<file path="src/design/mmcp_pkg.sv">
package mmcp_pkg;

   // Register indices; the byte address on the bus is four times the index.
   localparam int          ADR_W             = 12;
   localparam logic [9:0]  IDX_INPUT_STATUS  = 10'h135;
   localparam logic [9:0]  IDX_LR_LEVEL      = 10'h136;
   localparam logic [9:0]  IDX_LR_DELAY      = 10'h137;
   localparam logic [9:0]  IDX_CMD_IMAGE     = 10'h138;
   localparam logic [9:0]  IDX_IMBAL_THR     = 10'h139;
   localparam logic [9:0]  IDX_PEAK_VOLT_A   = 10'h13a;
   localparam logic [9:0]  IDX_PEAK_VOLT_B   = 10'h13b;
   localparam logic [9:0]  IDX_PEAK_VOLT_C   = 10'h13c;
   localparam logic [9:0]  IDX_PEAK_AMP_A    = 10'h13d;
   localparam logic [9:0]  IDX_PEAK_AMP_B    = 10'h13e;
   localparam logic [9:0]  IDX_PEAK_AMP_C    = 10'h13f;
   localparam logic [9:0]  IDX_SNAP_VOLT_AB  = 10'h140;
   localparam logic [9:0]  IDX_SNAP_VOLT_BC  = 10'h141;
   localparam logic [9:0]  IDX_SNAP_VOLT_CA  = 10'h142;
   localparam logic [9:0]  IDX_FAULT_EN      = 10'h150;
   localparam logic [9:0]  IDX_ALARM_EN      = 10'h151;
   localparam logic [9:0]  IDX_IRQ_STATUS    = 10'h152;
   localparam logic [9:0]  IDX_IRQ_MASK      = 10'h153;

   // Reset values and accepted ranges.
   localparam logic [15:0] LR_LEVEL_RST      = 16'h0258;
   localparam logic [15:0] LR_LEVEL_MIN      = 16'h0190;
   localparam logic [15:0] LR_LEVEL_MAX      = 16'h03e8;
   localparam logic [15:0] LR_DELAY_RST      = 16'h0001;
   localparam logic [15:0] LR_DELAY_MIN      = 16'h0001;
   localparam logic [15:0] LR_DELAY_MAX      = 16'h03e8;
   localparam logic [15:0] IMBAL_THR_RST     = 16'h0000;
   localparam logic [15:0] IMBAL_THR_MAX     = 16'h0064;
   localparam logic [15:0] CMD_IMAGE_RST     = 16'h0000;
   localparam logic [15:0] PEAK_MAX          = 16'h3a98;
   localparam logic [15:0] SNAP_MAX          = 16'h02bc;
   localparam logic [15:0] ENABLE_RST        = 16'h0000;
   localparam logic [15:0] PERCENT_SCALE     = 16'h0064;

   // Delay setting resolution is one tenth of a second.
   localparam int          DELAY_STEP_NS     = 100_000_000;
   localparam int          CLK_PERIOD_NS     = 100;
   localparam int          STEP_CYCLES       = DELAY_STEP_NS / CLK_PERIOD_NS;

   // Command word field positions.
   localparam int          CMD_STOP          = 0;
   localparam int          CMD_START         = 1;
   localparam int          CMD_JOG           = 2;
   localparam int          CMD_CLEAR_FAULT   = 3;
   localparam int          CMD_SLOW_SPEED    = 4;
   localparam int          CMD_EMER_RUN      = 5;
   localparam int          CMD_HEATER        = 6;
   localparam int          CMD_AUX_ENABLE    = 11;
   localparam int          CMD_NET_LSB       = 12;
   localparam logic [15:0] CMD_RESERVED_MASK = 16'h0780;

   // Input status word layout.
   localparam int          IN_W              = 14;
   localparam int          IN_PORT8_IN4      = 9;
   localparam int          IN_PORT9_LSB      = 10;

   // Interrupt status, and the enable bit used by the locked-rotor check.
   localparam int          IRQ_W             = 4;
   localparam int          IRQ_LR_FAULT      = 0;
   localparam int          IRQ_LR_ALARM      = 1;
   localparam int          IRQ_SNAPSHOT      = 2;
   localparam int          IRQ_COMMAND       = 3;
   localparam int          EN_LOCKED_ROTOR   = 0;

   typedef struct packed {
      logic [15:0] a;
      logic [15:0] b;
      logic [15:0] c;
   } mmcp_phase3_t;

   typedef struct packed {
      logic stop;
      logic start;
      logic jog;
      logic clear_fault;
      logic slow_speed;
      logic emer_run;
      logic heater;
   } mmcp_cmd_t;

endpackage : mmcp_pkg

</file>
<file path="src/design/mmcp_top.sv">
// Local design decision: the Wishbone interface to the registers.
`timescale 1ns/1ns
`default_nettype none

// Function
// Status bit 9 shows port 8 input 4; bits 10-13 show port 9 inputs 1-4.
// Status bits 14 and 15 are reserved and always read zero.
// Stall level takes 400-1000 percent FLC, default 600; exceeding it trips.
// Stall delay takes 0.1-100.0 s, default 0.1 s, before tripping.
// Stall trip acts only when its fault-enable or alarm-enable bit is set.
// Command image is a read-only 16-bit copy of the command word, reset zero.
// Stop, start and jog fields act on 1 and do nothing on 0.
// Clear-fault and slow-speed fields act on 1 and do nothing on 0.
// Emergency-run and heater fields enable on 1 and disable on 0.
// Network output fields are used only while the aux enable field is 1.
// Network field n closes its outputs on 1 and opens them on 0.
// Reserved command fields read as zero.
// Rebalance threshold takes 0-100 percent; rebalance when imbalance exceeds it.
// Per-phase peak voltage up to 15000 V is held, cleared at motor start.
// Per-phase peak current up to 15000 A is held, cleared at motor start.
// Line voltages up to 700 V are captured on each fault, overwriting.
// A peak only updates when the new sample is larger.
module mmcp_top
   import mmcp_pkg::*;
#(
   parameter int STEP_CYC = STEP_CYCLES
) (
   input  wire logic                i_clk,
   input  wire logic                i_arst_n,
   input  wire logic                i_wb_cyc,
   input  wire logic                i_wb_stb,
   input  wire logic                i_wb_we,
   input  wire logic [ADR_W-1:0]    i_wb_adr,
   input  wire logic [31:0]         i_wb_dat,
   input  wire logic [3:0]          i_wb_sel,
   output logic      [31:0]         o_wb_dat,
   output logic                     o_wb_ack,
   input  wire logic [IN_W-1:0]     i_din,
   input  wire logic                i_cmd_valid,
   input  wire logic [15:0]         i_cmd_word,
   input  wire logic [15:0]         i_flc_amps,
   input  wire logic                i_sample_valid,
   input  wire mmcp_phase3_t        i_volt,
   input  wire mmcp_phase3_t        i_amp,
   input  wire mmcp_phase3_t        i_line_volt,
   input  wire logic [15:0]         i_imbalance_pct,
   input  wire logic                i_motor_start,
   input  wire logic                i_ext_fault,
   output mmcp_cmd_t                o_cmd,
   output logic      [3:0]          o_net_out,
   output logic                     o_rebalance,
   output logic                     o_lr_fault,
   output logic                     o_lr_alarm,
   output logic                     o_irq
);

   logic [IN_W-1:0]  din_s1_q;
   logic [IN_W-1:0]  din_s2_q;
   logic [15:0]      lr_level_q;
   logic [15:0]      lr_delay_q;
   logic [15:0]      cmd_image_q;
   logic [15:0]      imbal_thr_q;
   logic [15:0]      fault_en_q;
   logic [15:0]      alarm_en_q;
   logic [IRQ_W-1:0] irq_sts_q;
   logic [IRQ_W-1:0] irq_mask_q;
   mmcp_phase3_t     peak_volt_q;
   mmcp_phase3_t     peak_amp_q;
   mmcp_phase3_t     snap_volt_q;
   logic [15:0]      amp_max_q;
   logic [19:0]      step_cnt_q;
   logic [15:0]      tenths_q;
   logic             tripped_q;
   logic             ack_q;
   logic [31:0]      rdat_q;

   logic             req;
   logic             wr;
   logic [9:0]       idx;
   logic [15:0]      status_word;
   logic [15:0]      rd_word;
   logic [15:0]      wr_word;
   logic             over_level;
   logic             step_tick;
   logic             lr_trip;
   logic             fault_evt;
   logic             clear_cmd;
   logic [15:0]      amp_now;
   logic [IRQ_W-1:0] irq_set;

   function automatic logic [15:0] sat(input logic [15:0] v, input logic [15:0] hi);
      sat = (v > hi) ? hi : v;
   endfunction : sat

   function automatic logic [15:0] clamp(input logic [15:0] v, input logic [15:0] lo,
                                         input logic [15:0] hi);
      clamp = (v < lo) ? lo : ((v > hi) ? hi : v);
   endfunction : clamp

   function automatic logic [15:0] peak_next(input logic [15:0] cur, input logic [15:0] s,
                                             input logic clr, input logic vld);
      logic [15:0] base;
      base = clr ? 16'h0000 : cur;
      peak_next = (vld && (sat(s, PEAK_MAX) > base)) ? sat(s, PEAK_MAX) : base;
   endfunction : peak_next

   // Pins from the option modules are asynchronous to the clock.
   always_ff @(posedge i_clk or negedge i_arst_n) begin
      if (!i_arst_n) begin
         din_s1_q <= '0;
         din_s2_q <= '0;
      end else begin
         din_s1_q <= i_din;
         din_s2_q <= din_s1_q;
      end
   end

   assign status_word = {2'b00, din_s2_q};

   // Wishbone classic slave: one wait state, ack for one cycle per request.
   assign req = i_wb_cyc && i_wb_stb && !ack_q;
   assign wr  = req && i_wb_we;
   assign idx = i_wb_adr[ADR_W-1:2];

   always_comb begin
      case (idx)
         IDX_INPUT_STATUS: rd_word = status_word;
         IDX_LR_LEVEL:     rd_word = lr_level_q;
         IDX_LR_DELAY:     rd_word = lr_delay_q;
         IDX_CMD_IMAGE:    rd_word = cmd_image_q;
         IDX_IMBAL_THR:    rd_word = imbal_thr_q;
         IDX_PEAK_VOLT_A:  rd_word = peak_volt_q.a;
         IDX_PEAK_VOLT_B:  rd_word = peak_volt_q.b;
         IDX_PEAK_VOLT_C:  rd_word = peak_volt_q.c;
         IDX_PEAK_AMP_A:   rd_word = peak_amp_q.a;
         IDX_PEAK_AMP_B:   rd_word = peak_amp_q.b;
         IDX_PEAK_AMP_C:   rd_word = peak_amp_q.c;
         IDX_SNAP_VOLT_AB: rd_word = snap_volt_q.a;
         IDX_SNAP_VOLT_BC: rd_word = snap_volt_q.b;
         IDX_SNAP_VOLT_CA: rd_word = snap_volt_q.c;
         IDX_FAULT_EN:     rd_word = fault_en_q;
         IDX_ALARM_EN:     rd_word = alarm_en_q;
         IDX_IRQ_STATUS:   rd_word = {12'h000, irq_sts_q};
         IDX_IRQ_MASK:     rd_word = {12'h000, irq_mask_q};
         default:          rd_word = 16'h0000;
      endcase
   end

   always_ff @(posedge i_clk or negedge i_arst_n) begin
      if (!i_arst_n) begin
         ack_q  <= 1'b0;
         rdat_q <= 32'h0000_0000;
      end else begin
         ack_q  <= req;
         if (req && !i_wb_we) begin
            rdat_q <= {16'h0000, rd_word};
         end
      end
   end

   assign o_wb_ack = ack_q;
   assign o_wb_dat = rdat_q;

   // Byte lanes merge into the current value before range limiting.
   always_comb begin
      wr_word[7:0]  = i_wb_sel[0] ? i_wb_dat[7:0]  : rd_word[7:0];
      wr_word[15:8] = i_wb_sel[1] ? i_wb_dat[15:8] : rd_word[15:8];
   end

   // Out-of-range writes are limited to the nearest legal setting.
   always_ff @(posedge i_clk or negedge i_arst_n) begin
      if (!i_arst_n) begin
         lr_level_q  <= LR_LEVEL_RST;
         lr_delay_q  <= LR_DELAY_RST;
         imbal_thr_q <= IMBAL_THR_RST;
         fault_en_q  <= ENABLE_RST;
         alarm_en_q  <= ENABLE_RST;
         irq_mask_q  <= '0;
      end else if (wr) begin
         case (idx)
            IDX_LR_LEVEL: lr_level_q <= clamp(wr_word, LR_LEVEL_MIN, LR_LEVEL_MAX);
            IDX_LR_DELAY: lr_delay_q <= clamp(wr_word, LR_DELAY_MIN, LR_DELAY_MAX);
            IDX_IMBAL_THR: imbal_thr_q <= sat(wr_word, IMBAL_THR_MAX);
            IDX_FAULT_EN: fault_en_q <= wr_word;
            IDX_ALARM_EN: alarm_en_q <= wr_word;
            IDX_IRQ_MASK: irq_mask_q <= wr_word[IRQ_W-1:0];
            default: ;
         endcase
      end
   end

   // Command word image and the actions decoded from it.
   assign clear_cmd = i_cmd_valid && i_cmd_word[CMD_CLEAR_FAULT];

   always_ff @(posedge i_clk or negedge i_arst_n) begin
      if (!i_arst_n) begin
         cmd_image_q <= CMD_IMAGE_RST;
         o_cmd       <= '0;
         o_net_out   <= 4'h0;
      end else if (i_cmd_valid) begin
         cmd_image_q       <= i_cmd_word & ~CMD_RESERVED_MASK;
         o_cmd.stop        <= i_cmd_word[CMD_STOP];
         o_cmd.start       <= i_cmd_word[CMD_START];
         o_cmd.jog         <= i_cmd_word[CMD_JOG];
         o_cmd.clear_fault <= i_cmd_word[CMD_CLEAR_FAULT];
         o_cmd.slow_speed  <= i_cmd_word[CMD_SLOW_SPEED];
         o_cmd.emer_run    <= i_cmd_word[CMD_EMER_RUN];
         o_cmd.heater      <= i_cmd_word[CMD_HEATER];
         if (i_cmd_word[CMD_AUX_ENABLE]) begin
            o_net_out <= i_cmd_word[CMD_NET_LSB +: 4];
         end
      end
   end

   // Peak tracking runs over the whole start, run and stop cycle.
   always_ff @(posedge i_clk or negedge i_arst_n) begin
      if (!i_arst_n) begin
         peak_volt_q <= '0;
         peak_amp_q  <= '0;
      end else begin
         peak_volt_q.a <= peak_next(peak_volt_q.a, i_volt.a, i_motor_start, i_sample_valid);
         peak_volt_q.b <= peak_next(peak_volt_q.b, i_volt.b, i_motor_start, i_sample_valid);
         peak_volt_q.c <= peak_next(peak_volt_q.c, i_volt.c, i_motor_start, i_sample_valid);
         peak_amp_q.a  <= peak_next(peak_amp_q.a, i_amp.a, i_motor_start, i_sample_valid);
         peak_amp_q.b  <= peak_next(peak_amp_q.b, i_amp.b, i_motor_start, i_sample_valid);
         peak_amp_q.c  <= peak_next(peak_amp_q.c, i_amp.c, i_motor_start, i_sample_valid);
      end
   end

   // Highest phase current of the latest sample feeds the stall check.
   always_comb begin
      amp_now = i_amp.a;
      if (i_amp.b > amp_now) begin
         amp_now = i_amp.b;
      end
      if (i_amp.c > amp_now) begin
         amp_now = i_amp.c;
      end
   end

   always_ff @(posedge i_clk or negedge i_arst_n) begin
      if (!i_arst_n) begin
         amp_max_q <= 16'h0000;
      end else if (i_sample_valid) begin
         amp_max_q <= sat(amp_now, PEAK_MAX);
      end
   end

   // Compare in amps times 100 so that no division is needed.
   assign over_level = (32'(amp_max_q) * 32'(PERCENT_SCALE))
                       > (32'(i_flc_amps) * 32'(lr_level_q));
   assign step_tick  = over_level && (step_cnt_q == 20'(STEP_CYC - 1));
   assign lr_trip    = over_level && !tripped_q && (tenths_q >= lr_delay_q);

   always_ff @(posedge i_clk or negedge i_arst_n) begin
      if (!i_arst_n) begin
         step_cnt_q <= 20'h00000;
         tenths_q   <= 16'h0000;
         tripped_q  <= 1'b0;
      end else if (!over_level) begin
         step_cnt_q <= 20'h00000;
         tenths_q   <= 16'h0000;
         tripped_q  <= 1'b0;
      end else begin
         step_cnt_q <= step_tick ? 20'h00000 : step_cnt_q + 20'h00001;
         if (step_tick && (tenths_q < LR_DELAY_MAX)) begin
            tenths_q <= tenths_q + 16'h0001;
         end
         if (lr_trip) begin
            tripped_q <= 1'b1;
         end
      end
   end

   // A latched fault is released by a clear-fault command, but a new trip wins.
   always_ff @(posedge i_clk or negedge i_arst_n) begin
      if (!i_arst_n) begin
         o_lr_fault <= 1'b0;
         o_lr_alarm <= 1'b0;
      end else begin
         if (lr_trip && fault_en_q[EN_LOCKED_ROTOR]) begin
            o_lr_fault <= 1'b1;
         end else if (clear_cmd) begin
            o_lr_fault <= 1'b0;
         end
         o_lr_alarm <= (tripped_q || lr_trip) && over_level
                       && alarm_en_q[EN_LOCKED_ROTOR];
      end
   end

   assign fault_evt = (lr_trip && fault_en_q[EN_LOCKED_ROTOR]) || i_ext_fault;

   always_ff @(posedge i_clk or negedge i_arst_n) begin
      if (!i_arst_n) begin
         snap_volt_q <= '0;
      end else if (fault_evt) begin
         snap_volt_q.a <= sat(i_line_volt.a, SNAP_MAX);
         snap_volt_q.b <= sat(i_line_volt.b, SNAP_MAX);
         snap_volt_q.c <= sat(i_line_volt.c, SNAP_MAX);
      end
   end

   always_ff @(posedge i_clk or negedge i_arst_n) begin
      if (!i_arst_n) begin
         o_rebalance <= 1'b0;
      end else begin
         o_rebalance <= i_imbalance_pct > imbal_thr_q;
      end
   end

   // Interrupt status clears on read; an event in the same cycle is kept.
   always_comb begin
      irq_set               = '0;
      irq_set[IRQ_LR_FAULT] = lr_trip && fault_en_q[EN_LOCKED_ROTOR];
      irq_set[IRQ_LR_ALARM] = lr_trip && alarm_en_q[EN_LOCKED_ROTOR];
      irq_set[IRQ_SNAPSHOT] = fault_evt;
      irq_set[IRQ_COMMAND]  = i_cmd_valid;
   end

   always_ff @(posedge i_clk or negedge i_arst_n) begin
      if (!i_arst_n) begin
         irq_sts_q <= '0;
         o_irq     <= 1'b0;
      end else begin
         if (req && !i_wb_we && (idx == IDX_IRQ_STATUS)) begin
            irq_sts_q <= irq_set;
         end else begin
            irq_sts_q <= irq_sts_q | irq_set;
         end
         o_irq <= |(irq_sts_q & irq_mask_q);
      end
   end
endmodule : mmcp_top

`default_nettype wire

</file>
<file path="config.mk">
export PLATFORM = sky130hd
export DESIGN_NAME = mmcp_top
export DESIGN_NICKNAME = d
export VERILOG_FILES = /design/src/design/mmcp_pkg.sv /design/src/design/mmcp_top.sv
export SDC_FILE = /design/constraint.sdc
export NUM_CORES = 2
export LEC_CHECK = 0
export BUFFER_PORTS_ARGS = -buffer_cell sky130_fd_sc_hd__buf_2
export CORE_MARGIN = 3
export CORE_UTILIZATION = 50
export CTS_CLUSTER_DIAMETER = 50
export DETAILED_ROUTE_END_ITERATION = 7
export PLACE_DENSITY = 0.67
export SYNTH_ARGS = -nofsm -noshare
export SYNTH_HDL_FRONTEND = slang
export SYNTH_SLANG_ARGS = --single-unit
</file>
<file path="constraint.sdc">
create_clock -name i_clk -period 10.8 [get_ports i_clk]
set_input_delay 1.62 -clock i_clk [delete_from_list [all_inputs] [get_ports i_clk]]
set_output_delay 1.62 -clock i_clk [all_outputs]
set_load 0.01 [all_outputs]
</file>
==> results.yml <==
flow_run:
  maxCapViolations: 0
power_and_ir_drop:
  peakVddDrop_uv: 150
  p_sw_w: 0.00141
  swShare_pct: 34.7
  power_leakage_nw: 17.8
  p_total_w: 0.00406
  p_int_w: 0.00265
  p_clk_share_pct: 34.6
  comb_power_share_pct: 30.1
  seq_power_share_pct: 35.3
  power.density_nw_per_um2: 113
timing:
  fin_hold_ws_ps: 350
  rsz0062_at_grt: "false"
  min_period_ps: 9660
  max-slew-margin-rel_pct: 27.2
  maxSlewViolCount: 0
  fmax_mhz: 103
  finalHoldViolCount: 0
  fin_crit_sh_pct: 89.5
  fin_setup_tns_ps: 0
  fin_skew_ps: 29.6
  setup_viol: 0
  worst_pin_slew_ps: 1060
worst_hold_path:
  hold_class: "flip-flop to flip-flop"
clocking:
  cts.reportedPaths.clkPinSlew_ps: 60
  hold_buffers: 0
  clockBufferDepth: 3
  numCtsBuffers: 43
  clock_latency_ps: 570
  cts.sinks: 350
  cts_tree: "done"
  cts_setup_buffers: 0
  cts-resized-gates: 0
  clock-root-buffer: "clkbuf_16"
  h-tree-depth: 2
floorplan:
  die_w_um: 260
  die-area_um2: 67800
  ios: 311
  fp.dieH_um: 260
  initial_core_util_pct: 50.9
  row_count: 92
  fp.coreArea_um2: 63500
drt:
  route.vias.total: 26500
  ant_nets: 0
  viasPerCell: 5.70
  wire_per_inst_um: 20.5
  wl_um: 95400
  dr.pass1.iters: 6
  drt_iter0_markers: 1990
  drc: 0
placed_design:
  hpwl_um: 75000
  routabilityCongestion: 0.989
  portBuffers: 270
  placed_cells: 4570
synthesis:
  synth_commonest_cells: "inv_1, nand2_1, dfrtp_1, ha_1, fa_1"
  avgSynthCellArea_um2: 9.09
  async_flop_share_pct: 100
  synth_cell_type_count: 93
  synthesis.area_um2: 32400
  ys.flop_type: "dfrtp_1"
  synth_area_leaders: "dfrtp_1, ha_1, fa_1"
  synth-edff-count: 0
  seq_area_frac_synth_pct: 27.1
  yosysMostFrequentCell: "inv_1"
  synth_top_area_share_pct: 26.7
  ys_ff_latch: 350
  ys_warn_count: 0
  yosys.area.top_type: "dfrtp_1"
  netlist_instances: 3558
critical_path:
  crit_type: "primary input to flip-flop"
  crit_arrival_ps: 10110
  path_max_fanout: 49
  path_buf_inv: 7
  worst_ep_required_time_ps: 11250
  crit_path_start_kind: "primary input"
  cp_slowest_stage_delay_ps: 550
  crit_path_frequent_cell: "fa_1"
  worst_setup_path_end_kind: "flip-flop"
  cp_slowest_cell: "fa_1"
  path_delay_family: "adder cells"
cells_and_area:
  syn_to_final_growth_pct: 10.6
  fin_nets: 4577
  post-route-util_pct: 56.3
  stdcell_count: 4649
  drive_gt1_share_pct: 13.1
global_route:
  grt.total_usage_pct: 28.3
  grt_pass1_vias: 26300
  gr-total-overflow: 0
  grt_max_degree: 135
  grt_pass1_wl_um: 149000
  antenna_found_initial: 5
status:
  outcome: "finished, final reports clean"
final cells by class:
class / count / area, um^2
fillers: 5864 / 27800
inverters: 493 / 1850
multi-input cells: 2576 / 21100
clock inverters: 25 / 218
clock buffers: 52 / 1140
diodes: 2 / 5.00
flip-flops and latches: 350 / 8760
well taps: 846 / 1060
repair buffers: 305 / 1650
per-stage QoR:
| step | cell area [um^2] | setup slack, ps |
|---|---|---|
| floorplan | 32500 | 1740 |
| global placement | 34400 | 544 |
| detailed placement | 34400 | 482 |
| CTS | 35800 | 1060 |
| global route | 35800 | 628 |
| finish | 35800 | 1140 |
final timing paths:
kind | start | endpoint | slack (ps) | cells past startpoint
min in group asynchronous | i_arst_n | step_cnt_q[9]$_DFF_PN0_ | 1070 | 1
hold reg to reg | din_s1_q[2]$_DFF_PN0_ | din_s2_q[2]$_DFF_PN0_ | 350 | 0
setup / recovery | i_flc_amps[6] | snap_volt_q[34]$_DFFE_PN0P_ | 1140 | 30
hold / removal | din_s1_q[2]$_DFF_PN0_ | din_s2_q[2]$_DFF_PN0_ | 350 | 0
max in group asynchronous | i_arst_n | o_wb_dat[9]$_DFFE_PN0P_ | 7630 | 3
setup reg to reg | lr_level_q[8]$_DFFE_PN0P_ | snap_volt_q[34]$_DFFE_PN0P_ | 1530 | 29
registers in the layout, indices dropped and copies added (netlist names), 20 cells and up:
name / flops
peak_amp_q: 48
peak_volt_q: 48
snap_volt_q: 48
step_cnt_q: 20
routing by layer:
layer / up-vias / part of all wire, % / track usage [%]
met1: 12900 / 42 / 37.5
met4: 6 / 3.6 / 9.24
li1: 12400 / - / -
met3: 182 / 7.5 / 5.20
met5: - / 0.029 / 0
met2: 947 / 47 / 46.8
kinds of logic after synthesis:
| group | count (synthesis) | share of synthesized area (%) |
|---|---|---|
| muxes | 232 | 7.69 |
| buffers and inverters | 659 | 8.20 |
| AOI/OAI and AO/OA | 588 | 12.3 |
| xor gates and xnor gates | 64 | 1.73 |
| other | 1 | 0.0116 |
| adders and majority gates | 545 | 25.8 |
| and+or+nand+nor | 1119 | 17.1 |
| DFF | 350 | 27.1 |
worst reg2reg max path, delay by kind of cell, from the launching register on:
| kind | cells | cell delay (ps) |
|---|---|---|
| AOI/OAI and AO/OA | 6 | 1770 |
| xor gates and xnor gates | 1 | 110 |
| muxes | 2 | 680 |
| adders and majority gates | 8 | 3840 |
| and+or+nand+nor | 6 | 1250 |
| buffers and inverters | 6 | 540 |
| DFF | 1 | 950 |
placed cells by master (no fill, tap or decap), drive strengths merged, types with 22 or more instances in the layout:
master	count
nand2b	34
xor2	30
nand4	65
a21o	64
and3	22
nand3	57
nor2b	38
nor3	69
inv	502
nand2	401
nor2	193
a22oi	33
clkbuf	52
ha	340
dfrtp	345
or3	22
conb	28
xnor2	34
mux2i	162
buf	305
a21oi	108
and2	140
fa	205
mux2	63
nor4	26
a211oi	25
o21a	47
o21ai	127
power by group through the flow:
| stage | clock network [W] | logic (W) | registers (W) |
|---|---|---|---|
| global placement | 0 | 0.00120 | 0.00146 |
| global route | 0.00148 | 0.00140 | 0.00144 |
| detailed placement | 0 | 0.00122 | 0.00146 |
| finish | 0.00141 | 0.00122 | 0.00143 |
| floorplan | 0 | 0.000870 | 0.00143 |
| CTS | 0.00143 | 0.00123 | 0.00143 |
Note: power is estimated with default switching activity, not from simulation.
